$ cat config.mk
export PLATFORM = sky130hd
export DESIGN_NAME = iok_ports
export DESIGN_NICKNAME = d
export VERILOG_FILES = /design/src/inc/iok_pkg.sv /design/src/logic/iok_ports.sv
export VERILOG_INCLUDE_DIRS = /design/src /design/src/inc
export SDC_FILE = /design/constraint.sdc
export NUM_CORES = 1
export LEC_CHECK = 0
export ABC_AREA = 1
export BUFFER_PORTS_ARGS = -buffer_cell sky130_fd_sc_hd__buf_2
export CAP_MARGIN = 5
export CORE_MARGIN = 2
export CORE_UTILIZATION = 30
export CTS_CLUSTER_DIAMETER = 80
export DETAILED_ROUTE_END_ITERATION = 10
export GPL_TIMING_DRIVEN = 0
export PLACE_DENSITY = 0.54
export SYNTH_ARGS = -nofsm -noshare
export SYNTH_HDL_FRONTEND = slang
export SYNTH_SLANG_ARGS = --single-unit
export TNS_END_PERCENT = 10
$ cat constraint.sdc
create_clock -name clk -period 1.7 [get_ports clk]
set_input_delay 0.34 -clock clk [delete_from_list [all_inputs] [get_ports clk]]
set_output_delay 0.34 -clock clk [all_outputs]
set_load 0.005 [all_outputs]
$ cat src/inc/iok_defines.svh
// Register indices, field positions and reset values of the I/O port and key strobe block.
// Assumes a classic Wishbone slave where byte address = 4 * register index.
`ifndef IOK_DEFINES_SVH
`define IOK_DEFINES_SVH

// ****************************************
// Register indices
// ****************************************
`define IOK_IDX_PA_LATCH 12'h0D8
`define IOK_IDX_PB_LATCH 12'h0D9
`define IOK_IDX_PB_FSEL 12'h0D5
`define IOK_IDX_PA_DIR 12'h240
`define IOK_IDX_PA_CFG 12'h241
`define IOK_IDX_PB_DIR 12'h244
`define IOK_IDX_PB_CFG 12'h245
`define IOK_IDX_STROBE_CONTROL 12'h252
`define IOK_IDX_STROBE_COMMON_INDEX 12'h253
`define IOK_IDX_KEY_LATCH 12'h254
`define IOK_IDX_EVENT 12'h2F0

// ****************************************
// Field positions
// ****************************************
`define IOK_CFG_PULL 0
`define IOK_CFG_NMOS 1
`define IOK_CFG_WEAK 2
`define IOK_CFG_STB 3
`define IOK_CFG_UPPER 4
`define IOK_STB_BLANK 0
`define IOK_STB_CLEAR 1
`define IOK_EV_STATUS 0
`define IOK_EV_IRQ_EN 1
`define IOK_EV_HALT_EN 2

// ****************************************
// Reset values and synchroniser settle count
// ****************************************
`define IOK_RST_BYTE 8'h00
`define IOK_RST_COM 3'h0
`define IOK_SYNC_SETTLE 2'h3

`endif

$ cat src/inc/iok_pkg.sv
// Types shared by the I/O port and key strobe block.
// Assumes pad cells resolve out, oe and pull controls into a wire level.
package iok_pkg;

   // ****************************************
   // Pad control bundle
   // ****************************************
   typedef struct packed
   {
      logic [5:0] out;
      logic [5:0] oe;
      logic [5:0] pull_en;
      logic [5:0] pull_weak;
   } iok_pad_a_type;

   typedef struct packed
   {
      logic [1:0] out;
      logic [1:0] oe;
      logic [1:0] pull_en;
      logic [1:0] pull_weak;
   } iok_pad_b_type;

   // ****************************************
   // Display scanner status
   // ****************************************
   typedef struct packed
   {
      logic display_on;
      logic strobe_window;
      logic [2:0] common_line;
   } iok_scan_type;

endpackage : iok_pkg

$ cat src/logic/iok_ports.sv
// Six-pin and two-pin general ports with pin-change event and key strobe latch.
// Assumes a classic Wishbone master, pads resolved outside, and a display scanner on clk.
`include "iok_defines.svh"

module iok_ports
   import iok_pkg::*;
#(
   parameter int SEG_W = 32
)
(
   input wire logic clk,
   input wire logic rst,
   input wire logic wb_cyc_i,
   input wire logic wb_stb_i,
   input wire logic wb_we_i,
   input wire logic [11:0] wb_adr_i,
   input wire logic [3:0] wb_sel_i,
   input wire logic [31:0] wb_dat_i,
   output logic [31:0] wb_dat_o,
   output logic wb_ack_o,
   input wire logic [5:0] port_a_in,
   input wire logic [1:0] port_b_in,
   output iok_pad_a_type pads_a,
   output iok_pad_b_type pads_b,
   input wire iok_scan_type scan,
   input wire logic [SEG_W-1:0] segment_ram,
   output logic [SEG_W-1:0] segment_out,
   input wire logic timer_a_carrier,
   input wire logic timer_b_carrier,
   output logic timer_a_clk_in,
   output logic timer_b_clk_in,
   output logic port_irq,
   output logic halt_release
);

   // ****************************************
   // Registers and synchronisers
   // ****************************************
   logic [7:0] pa_latch_r;
   logic [7:0] pb_latch_r;
   logic [7:0] pa_dir_r;
   logic [7:0] pa_cfg_r;
   logic [7:0] pb_dir_r;
   logic [7:0] pb_cfg_r;
   logic [1:0] pb_fsel_r;
   logic seg_blank_r;
   logic [2:0] com_r;
   logic [7:0] key_r;
   logic armed_r;
   logic ev_r;
   logic irq_en_r;
   logic halt_en_r;
   logic ack_r;
   logic [31:0] dat_r;
   logic [5:0] a_s1_r;
   logic [5:0] a_s2_r;
   logic [5:0] a_s3_r;
   logic [1:0] b_s1_r;
   logic [1:0] b_s2_r;
   logic [1:0] settle_r;
   logic [SEG_W-1:0] seg_r;
   logic [11:0] idx;
   logic req;
   logic wr;
   logic clr;
   logic [7:0] hit;
   logic ev_set;
   logic [7:0] rd_a;
   logic [7:0] rd_b;

   // Upper pins 4 and 5 use config nibble 7:4, pins 0 to 3 use 3:0.
   function automatic logic [3:0] group_cfg(input logic [7:0] cfg, input int pin);
      group_cfg = (pin >= 4) ? cfg[7:4] : cfg[3:0];
   endfunction : group_cfg

   // Pull-high is on only while the pin is an input, and only in the strobe interval when strobing.
   function automatic logic pull_on(input logic [3:0] g, input logic dir, input iok_scan_type s);
      logic stb;
      stb = g[`IOK_CFG_STB] & s.display_on;
      pull_on = g[`IOK_CFG_PULL] & ~dir & (~stb | s.strobe_window);
   endfunction : pull_on

   assign idx = {2'h0, wb_adr_i[11:2]};
   assign req = wb_cyc_i & wb_stb_i & ~ack_r;
   // Writes land at the edge where the master samples ack high, while it still holds the request.
   assign wr = wb_cyc_i & wb_stb_i & ack_r & wb_we_i & wb_sel_i[0];
   assign clr = wr & (idx == `IOK_IDX_STROBE_CONTROL) & wb_dat_i[`IOK_STB_CLEAR];

   // ****************************************
   // Pad input synchronisers
   // ****************************************
   always_ff @(posedge clk)
   begin
      if (rst)
      begin
         a_s1_r <= 6'h00;
         a_s2_r <= 6'h00;
         a_s3_r <= 6'h00;
         b_s1_r <= 2'h0;
         b_s2_r <= 2'h0;
      end
      else
      begin
         a_s1_r <= port_a_in;
         a_s2_r <= a_s1_r;
         a_s3_r <= a_s2_r;
         b_s1_r <= port_b_in;
         b_s2_r <= b_s1_r;
      end
   end

   // Edge detection waits until the synchroniser chain holds real pad levels after reset.
   always_ff @(posedge clk)
   begin
      if (rst)
         settle_r <= 2'h0;
      else if (settle_r != `IOK_SYNC_SETTLE)
         settle_r <= settle_r + 2'h1;
   end

   assign timer_a_clk_in = a_s2_r[4];
   assign timer_b_clk_in = a_s2_r[5];

   // ****************************************
   // Software registers
   // ****************************************
   // reset and write
   always_ff @(posedge clk)
   begin
      if (rst)
      begin
         pa_latch_r <= `IOK_RST_BYTE;
         pb_latch_r <= `IOK_RST_BYTE;
         pa_dir_r <= `IOK_RST_BYTE;
         pa_cfg_r <= `IOK_RST_BYTE;
         pb_dir_r <= `IOK_RST_BYTE;
         pb_cfg_r <= `IOK_RST_BYTE;
         pb_fsel_r <= 2'h0;
         seg_blank_r <= 1'b0;
         irq_en_r <= 1'b0;
         halt_en_r <= 1'b0;
      end
      else if (wr)
      begin
         unique case (idx)
            `IOK_IDX_PA_LATCH: pa_latch_r <= {2'h0, wb_dat_i[5:0]};
            `IOK_IDX_PB_LATCH: pb_latch_r <= {6'h00, wb_dat_i[1:0]};
            `IOK_IDX_PA_DIR: pa_dir_r <= {2'h0, wb_dat_i[5:0]};
            `IOK_IDX_PA_CFG: pa_cfg_r <= wb_dat_i[7:0];
            `IOK_IDX_PB_DIR: pb_dir_r <= {6'h00, wb_dat_i[1:0]};
            `IOK_IDX_PB_CFG: pb_cfg_r <= {4'h0, wb_dat_i[3:0]};
            `IOK_IDX_PB_FSEL: pb_fsel_r <= wb_dat_i[1:0];
            `IOK_IDX_STROBE_CONTROL: seg_blank_r <= wb_dat_i[`IOK_STB_BLANK];
            `IOK_IDX_EVENT:
            begin
               irq_en_r <= wb_dat_i[`IOK_EV_IRQ_EN];
               halt_en_r <= wb_dat_i[`IOK_EV_HALT_EN];
            end
            default:
            begin
            end
         endcase
      end
   end

   // ****************************************
   // Pad drive, six-pin port
   // ****************************************
   genvar gi;
   generate
      for (gi = 0; gi < 6; gi++)
      begin : g_pa
         logic [3:0] g;
         assign g = group_cfg(pa_cfg_r, gi);
         assign pads_a.out[gi] = pa_latch_r[gi];
         assign pads_a.oe[gi] = pa_dir_r[gi] & ~(g[`IOK_CFG_NMOS] & pa_latch_r[gi]);
         assign pads_a.pull_en[gi] = pull_on(g, pa_dir_r[gi], scan);
         assign pads_a.pull_weak[gi] = g[`IOK_CFG_WEAK];
         assign rd_a[gi] = pa_dir_r[gi] | a_s2_r[gi];
         assign hit[gi] = g[`IOK_CFG_STB] & scan.display_on & scan.strobe_window & ~pa_dir_r[gi] & ~a_s2_r[gi];
      end
   endgenerate
   assign rd_a[7:6] = 2'h0;

   // ****************************************
   // Pad drive, two-pin port
   // ****************************************
   generate
      for (gi = 0; gi < 2; gi++)
      begin : g_pb
         logic drv;
         logic val;
         assign val = pb_fsel_r[gi] ? (gi == 0 ? timer_a_carrier : timer_b_carrier) : pb_latch_r[gi];
         assign drv = pb_dir_r[gi] | pb_fsel_r[gi];
         assign pads_b.out[gi] = val;
         assign pads_b.oe[gi] = drv & ~(pb_cfg_r[`IOK_CFG_NMOS] & val);
         assign pads_b.pull_en[gi] = pull_on(pb_cfg_r[3:0], drv, scan);
         assign pads_b.pull_weak[gi] = pb_cfg_r[`IOK_CFG_WEAK];
         assign rd_b[gi] = drv | b_s2_r[gi];
         assign hit[6 + gi] = pb_cfg_r[`IOK_CFG_STB] & scan.display_on & scan.strobe_window & ~drv & ~b_s2_r[gi];
      end
   endgenerate
   assign rd_b[7:2] = 6'h00;

   // ****************************************
   // Key strobe latch
   // ****************************************
   // capture and clear
   always_ff @(posedge clk)
   begin
      if (rst)
      begin
         key_r <= `IOK_RST_BYTE;
         com_r <= `IOK_RST_COM;
         armed_r <= 1'b1;
      end
      else if (armed_r && (hit != 8'h00))
      begin
         key_r <= hit;
         com_r <= scan.common_line;
         armed_r <= 1'b0;
      end
      else if (clr && (hit != 8'h00))
      begin
         key_r <= hit;
         com_r <= scan.common_line;
         armed_r <= 1'b0;
      end
      else if (clr)
      begin
         key_r <= `IOK_RST_BYTE;
         armed_r <= 1'b1;
      end
   end

   // ****************************************
   // Pin-change event
   // ****************************************
   // edge on pins 0 and 4
   assign ev_set = (settle_r == `IOK_SYNC_SETTLE)
      & ((~pa_dir_r[0] & (a_s2_r[0] ^ a_s3_r[0])) | (~pa_dir_r[4] & (a_s2_r[4] ^ a_s3_r[4])));

   // A new edge wins over a write-one clear in the same cycle.
   always_ff @(posedge clk)
   begin
      if (rst)
         ev_r <= 1'b0;
      else if (ev_set)
         ev_r <= 1'b1;
      else if (wr && idx == `IOK_IDX_EVENT && wb_dat_i[`IOK_EV_STATUS])
         ev_r <= 1'b0;
   end

   assign port_irq = ev_r & irq_en_r;
   assign halt_release = ev_r & halt_en_r;

   // ****************************************
   // Segment blanking
   // ****************************************
   // segment blank
   always_ff @(posedge clk)
   begin
      if (rst)
         seg_r <= '0;
      else
         seg_r <= seg_blank_r ? '0 : segment_ram;
   end
   assign segment_out = seg_r;

   // ****************************************
   // Wishbone answer
   // ****************************************
   always_ff @(posedge clk)
   begin
      if (rst)
      begin
         ack_r <= 1'b0;
         dat_r <= 32'h0000_0000;
      end
      else
      begin
         ack_r <= req;
         if (req && !wb_we_i)
         begin
            unique case (idx)
               `IOK_IDX_PA_LATCH: dat_r <= {24'h000000, rd_a};
               `IOK_IDX_PB_LATCH: dat_r <= {24'h000000, rd_b};
               `IOK_IDX_PA_DIR: dat_r <= {24'h000000, pa_dir_r};
               `IOK_IDX_PA_CFG: dat_r <= {24'h000000, pa_cfg_r};
               `IOK_IDX_PB_DIR: dat_r <= {24'h000000, pb_dir_r};
               `IOK_IDX_PB_CFG: dat_r <= {24'h000000, pb_cfg_r};
               `IOK_IDX_PB_FSEL: dat_r <= {30'h00000000, pb_fsel_r};
               `IOK_IDX_STROBE_COMMON_INDEX: dat_r <= {29'h00000000, com_r};
               `IOK_IDX_KEY_LATCH: dat_r <= {24'h000000, key_r};
               `IOK_IDX_EVENT: dat_r <= {29'h00000000, halt_en_r, irq_en_r, ev_r};
               default: dat_r <= 32'h0000_0000;
            endcase
         end
      end
   end
   assign wb_ack_o = ack_r;
   assign wb_dat_o = dat_r;
endmodule : iok_ports

==> impl_metrics.sql <==
INSERT INTO impl_metrics (metric_group, metric, value, unit) VALUES
('run_status', 'outcome', 'complete, no violations', ''),
('routing', 'final_antenna_net_count', '0', ''),
('die', 'die_area', '16970', 'um2'),
('power', 'vdd_ir_drop_max', '0.0004044', 'V'),
('clock_network', 'ctsRootBufferMaster', 'sky130_fd_sc_hd__clkbuf_16', ''),
('timing', 'hold_violations', '0', ''),
('timing', 'finalSetupViolCount', '0', ''),
('worst_setup_path', 'reg2reg_to', 'key_r[3]', ''),
('timing', 'final-max-slew-violation-count', '0', ''),
('clock_network', 'numCtsBuffers', '9', ''),
('finish', 'finish.net_count', '924', ''),
('timing', 'whs', '0.1872', 'ns'),
('placed_design', 'place.gp.congestion', '0.9017', ''),
('power', 'sequentialPowerShare', '51.1', '%'),
('routing', 'vias', '4513', ''),
('die', 'initial_utilization', '30.45', '%'),
('finish', 'area_delta_synth_final', '30.49', '%'),
('routing', 'vias_per_cell', '4.319', ''),
('worst_setup_path', 'cp-end-kind', 'output port', ''),
('synth', 'syn-instance-count', '642', ''),
('routing', 'initialDrtViolationCount', '207', ''),
('synth', 'yosys_warnings', '0', ''),
('synth', 'syn_area', '4785', 'um2'),
('worst_setup_path', 'critPathSlowestCell', 'sky130_fd_sc_hd__o31ai_4', ''),
('routing', 'remaining_drc_errors', '0', ''),
('finish', 'filler_cell_count', '1692', ''),
('die', 'floorplan.die.height', '130.3', 'um'),
('die', 'ioPinCount', '201', ''),
('clock_network', 'cts_tree', 'built', ''),
('worst_setup_path', 'worst_r2r_startpoint', 'pb_fsel_r[1]', ''),
('die', 'design.core.area', '15710', 'um2'),
('timing', 'worst-slew-pin-transition', '0.5933', 'ns'),
('placed_design', 'port_buffers', '146', ''),
('timing', 'min_period_over_period', '99.99', '%'),
('power', 'internal-power', '3.850', 'mW'),
('power', 'power.share.combinational', '8.8', '%'),
('worst_setup_path', 'critical_path.n_buffers_inverters', '2', ''),
('global_route', 'grt_pass1_wl', '22070', 'um'),
('worst_setup_path', 'cp_top_family', 'compound AO/OA/AOI/OAI gates', ''),
('routing', 'met1Wirelength', '6130', 'um'),
('clock_network', 'cts_sinks', '107', ''),
('routing', 'firstDrtPassIters', '5', ''),
('global_route', 'gr-usage-all-layers', '17.08', '%'),
('worst_setup_path', 'r2r.worst_path.cells', '9', ''),
('finish', 'final_common_cell', 'sky130_fd_sc_hd__buf_2', ''),
('synth', 'synth_seq_cells', '107', ''),
('power', 'power_per_cell_area', '817.9', 'nW/um2'),
('finish', 'most-common-layout-cells', '150 x sky130_fd_sc_hd__buf_2, 101 x sky130_fd_sc_hd__inv_1, 101 x sky130_fd_sc_hd__dfxtp_1, 89 x sky130_fd_sc_hd__nor2_1, 70 x sky130_fd_sc_hd__nand2_1', ''),
('routing', 'routedWlPerCell', '13.48', 'um'),
('clock_network', 'worst_setup_hold_path_clk_slew', '0.08', 'ns'),
('global_route', 'largest_net_degree_at_the_start_of_global_routing', '18', ''),
('clock_network', 'clock_tree.htree_level_count', '3', ''),
('synth', 'synth_top_cells_by_area', 'sky130_fd_sc_hd__dfxtp_1 45%, sky130_fd_sc_hd__inv_1 8.1%, sky130_fd_sc_hd__nor2_1 7.4%', ''),
('worst_setup_path', 'cp.arrival', '1.36', 'ns'),
('die', 'floorplan.die.width', '130.3', 'um'),
('hold_path', 'whs_endpoint', 'a_s1_r[0]', ''),
('timing', 'worst_clock_skew', '0.009303', 'ns'),
('hold_path', 'worst_hold_path_type', 'input pin to flip-flop', ''),
('worst_setup_path', 'critPathMaxFanout', '4', ''),
('global_route', 'number_of_antenna_violations_at_the_first_check_in_global_routing', '1', ''),
('worst_setup_path', 'worst-setup-path-type', 'flip-flop to output port', ''),
('power', 'p_clk_share', '40.1', '%'),
('synth', 'count_of_cell_types_in_the_netlist', '36', ''),
('worst_setup_path', 'crit_path_cell_trace', 'inv_2 > o31ai_4 > nor2_1 > buf_2', ''),
('power', 'p_leak', '3.148', 'nW'),
('hold_path', 'worst_hold_path.num_cells', '3', ''),
('die', 'num_rows', '46', ''),
('worst_setup_path', 'reg2reg_slack', '0.09', 'ns'),
('timing', 'grt_setup_unrepaired', 'yes', ''),
('power', 'netSwitchingPower', '1.256', 'mW'),
('power', 'power.share.switching', '24.60', '%');
==> sequential cells by signal (all words and copies together), names as in the netlist <==
signal and cells:
pb_dir_r 2, wb_dat_o 8, wb_ack_o 1, seg_blank_r 1, ev_r 1, pb_fsel_r 2
key_r 8, b_s1_r 2, a_s3_r 2, pb_latch_r 2, pa_latch_r 6, b_s2_r 2
pa_cfg_r 8, armed_r 1, pa_dir_r 6, pb_cfg_r 4, a_s1_r 6, halt_en_r 1
irq_en_r 1, com_r 3, segment_out 32, a_s2_r 6, settle_r 2
==> stage by stage <==
step	util (%)	cell area [um2]	power (mW)	setup slack (ns)	std cells
3_5_place_dp	37.37	5872	3.116	-0.2667	1027
3_3_place_gp	37.37	5872	3.113	-0.2571	1027
5_1_grt	39.72	6241	5.319	-0.04847	1044
2_1_floorplan	-	4871	2.912	0.3391	665
6_report	39.74	6243	5.107	0.0001184	1045
4_1_cts	39.35	6182	5.160	-0.0007598	1043
==> cells by family after synthesis <==
kind of cell	after synthesis	share of synthesized area, %
AO/OA/AOI/OAI	102	11.30
AND/OR/NAND/NOR	270	27.51
buffers and inverters	159	15.72
other	1	0.07838
adder cells (fa/ha/maj)	1	0.2615
XOR/XNOR	2	0.3662
flip-flops	107	44.77
==> metal layers <==
layer	global-route usage, %	vias up
met5	0	-
met4	6.009	0
met3	4.592	15
met2	28.95	138
met1	20.92	2008
li1	-	2352
==> how the worst max path moves through the flow <==
stage,startpoint,end,slack (ns),cells after the start
after floorplan,wb_adr_i[9],key_r[6],0.34,9
after global placement,rst,segment_out[11],-0.26,5
after detailed placement,rst,segment_out[11],-0.27,5
after CTS,pa_cfg_r[7],pads_a[10],-0.0008,4
after global routing,pb_dir_r[0],key_r[5],-0.05,9
final,pa_cfg_r[3],pads_a[6],0.0001,4
==> cells in the mapped netlist, drive strengths merged <==
cell type    n
xor2         1
dfxtp      107
o21ai       40
a211oi       4
buf         43
nor3        14
ha           1
o21bai       1
or2          3
conb         1
clkbuf      10
nand4       29
nand3       39
nand3b       4
xnor2        1
a21oi       56
nand2       73
nor2       108
inv        106
o31ai        1
==> repair_timing <==
action,CTS,global route
endpoints found under the hold margin,0,0
setup buffers,0,1
endpoints found under the setup margin,8,23
hold buffers,0,0
pin swaps,1,4
resized for setup,4,20
==> power groups by stage <==
stage                     Clock [mW]  Combinational (mW)  Sequential, mW
after floorplan                    0               0.243            2.67
after global placement             0               0.449            2.66
after detailed placement           0               0.450            2.67
after CTS                       2.10               0.453            2.61
after global routing            2.18               0.523            2.62
final                           2.05               0.451            2.61
==> area by class of cell <==
| cell class | count | area (um2) | area share (%) |
|---|---|---|---|
| Sequential cell | 107 | 2150 | 34.43 |
| Clock buffer | 11 | 252.7 | 4.048 |
| Inverter | 106 | 397.9 | 6.373 |
| Buffer | 53 | 355.3 | 5.691 |
| Timing Repair Buffer | 147 | 738.2 | 11.82 |
| Multi-Input combinational cell | 399 | 2041 | 32.69 |
| Tap cell | 216 | 270.3 | 4.329 |
| Antenna cell | 1 | 2.502 | 0.04008 |
| Clock inverter | 5 | 36.28 | 0.5812 |
==> worst register-to-register path, stage by stage (launching register included) <==
cell                       delay (ns)
sky130_fd_sc_hd__dfxtp_1         0.46
sky130_fd_sc_hd__nor2_4          0.08
sky130_fd_sc_hd__nand2_1         0.09
sky130_fd_sc_hd__inv_1           0.04
sky130_fd_sc_hd__nand2_1         0.10
sky130_fd_sc_hd__nand3_2         0.13
sky130_fd_sc_hd__or2_1           0.26
sky130_fd_sc_hd__buf_6           0.15
sky130_fd_sc_hd__nand3b_1        0.08
sky130_fd_sc_hd__a21oi_1         0.06
No activity file was read; power rests on OpenSTA's default activity.
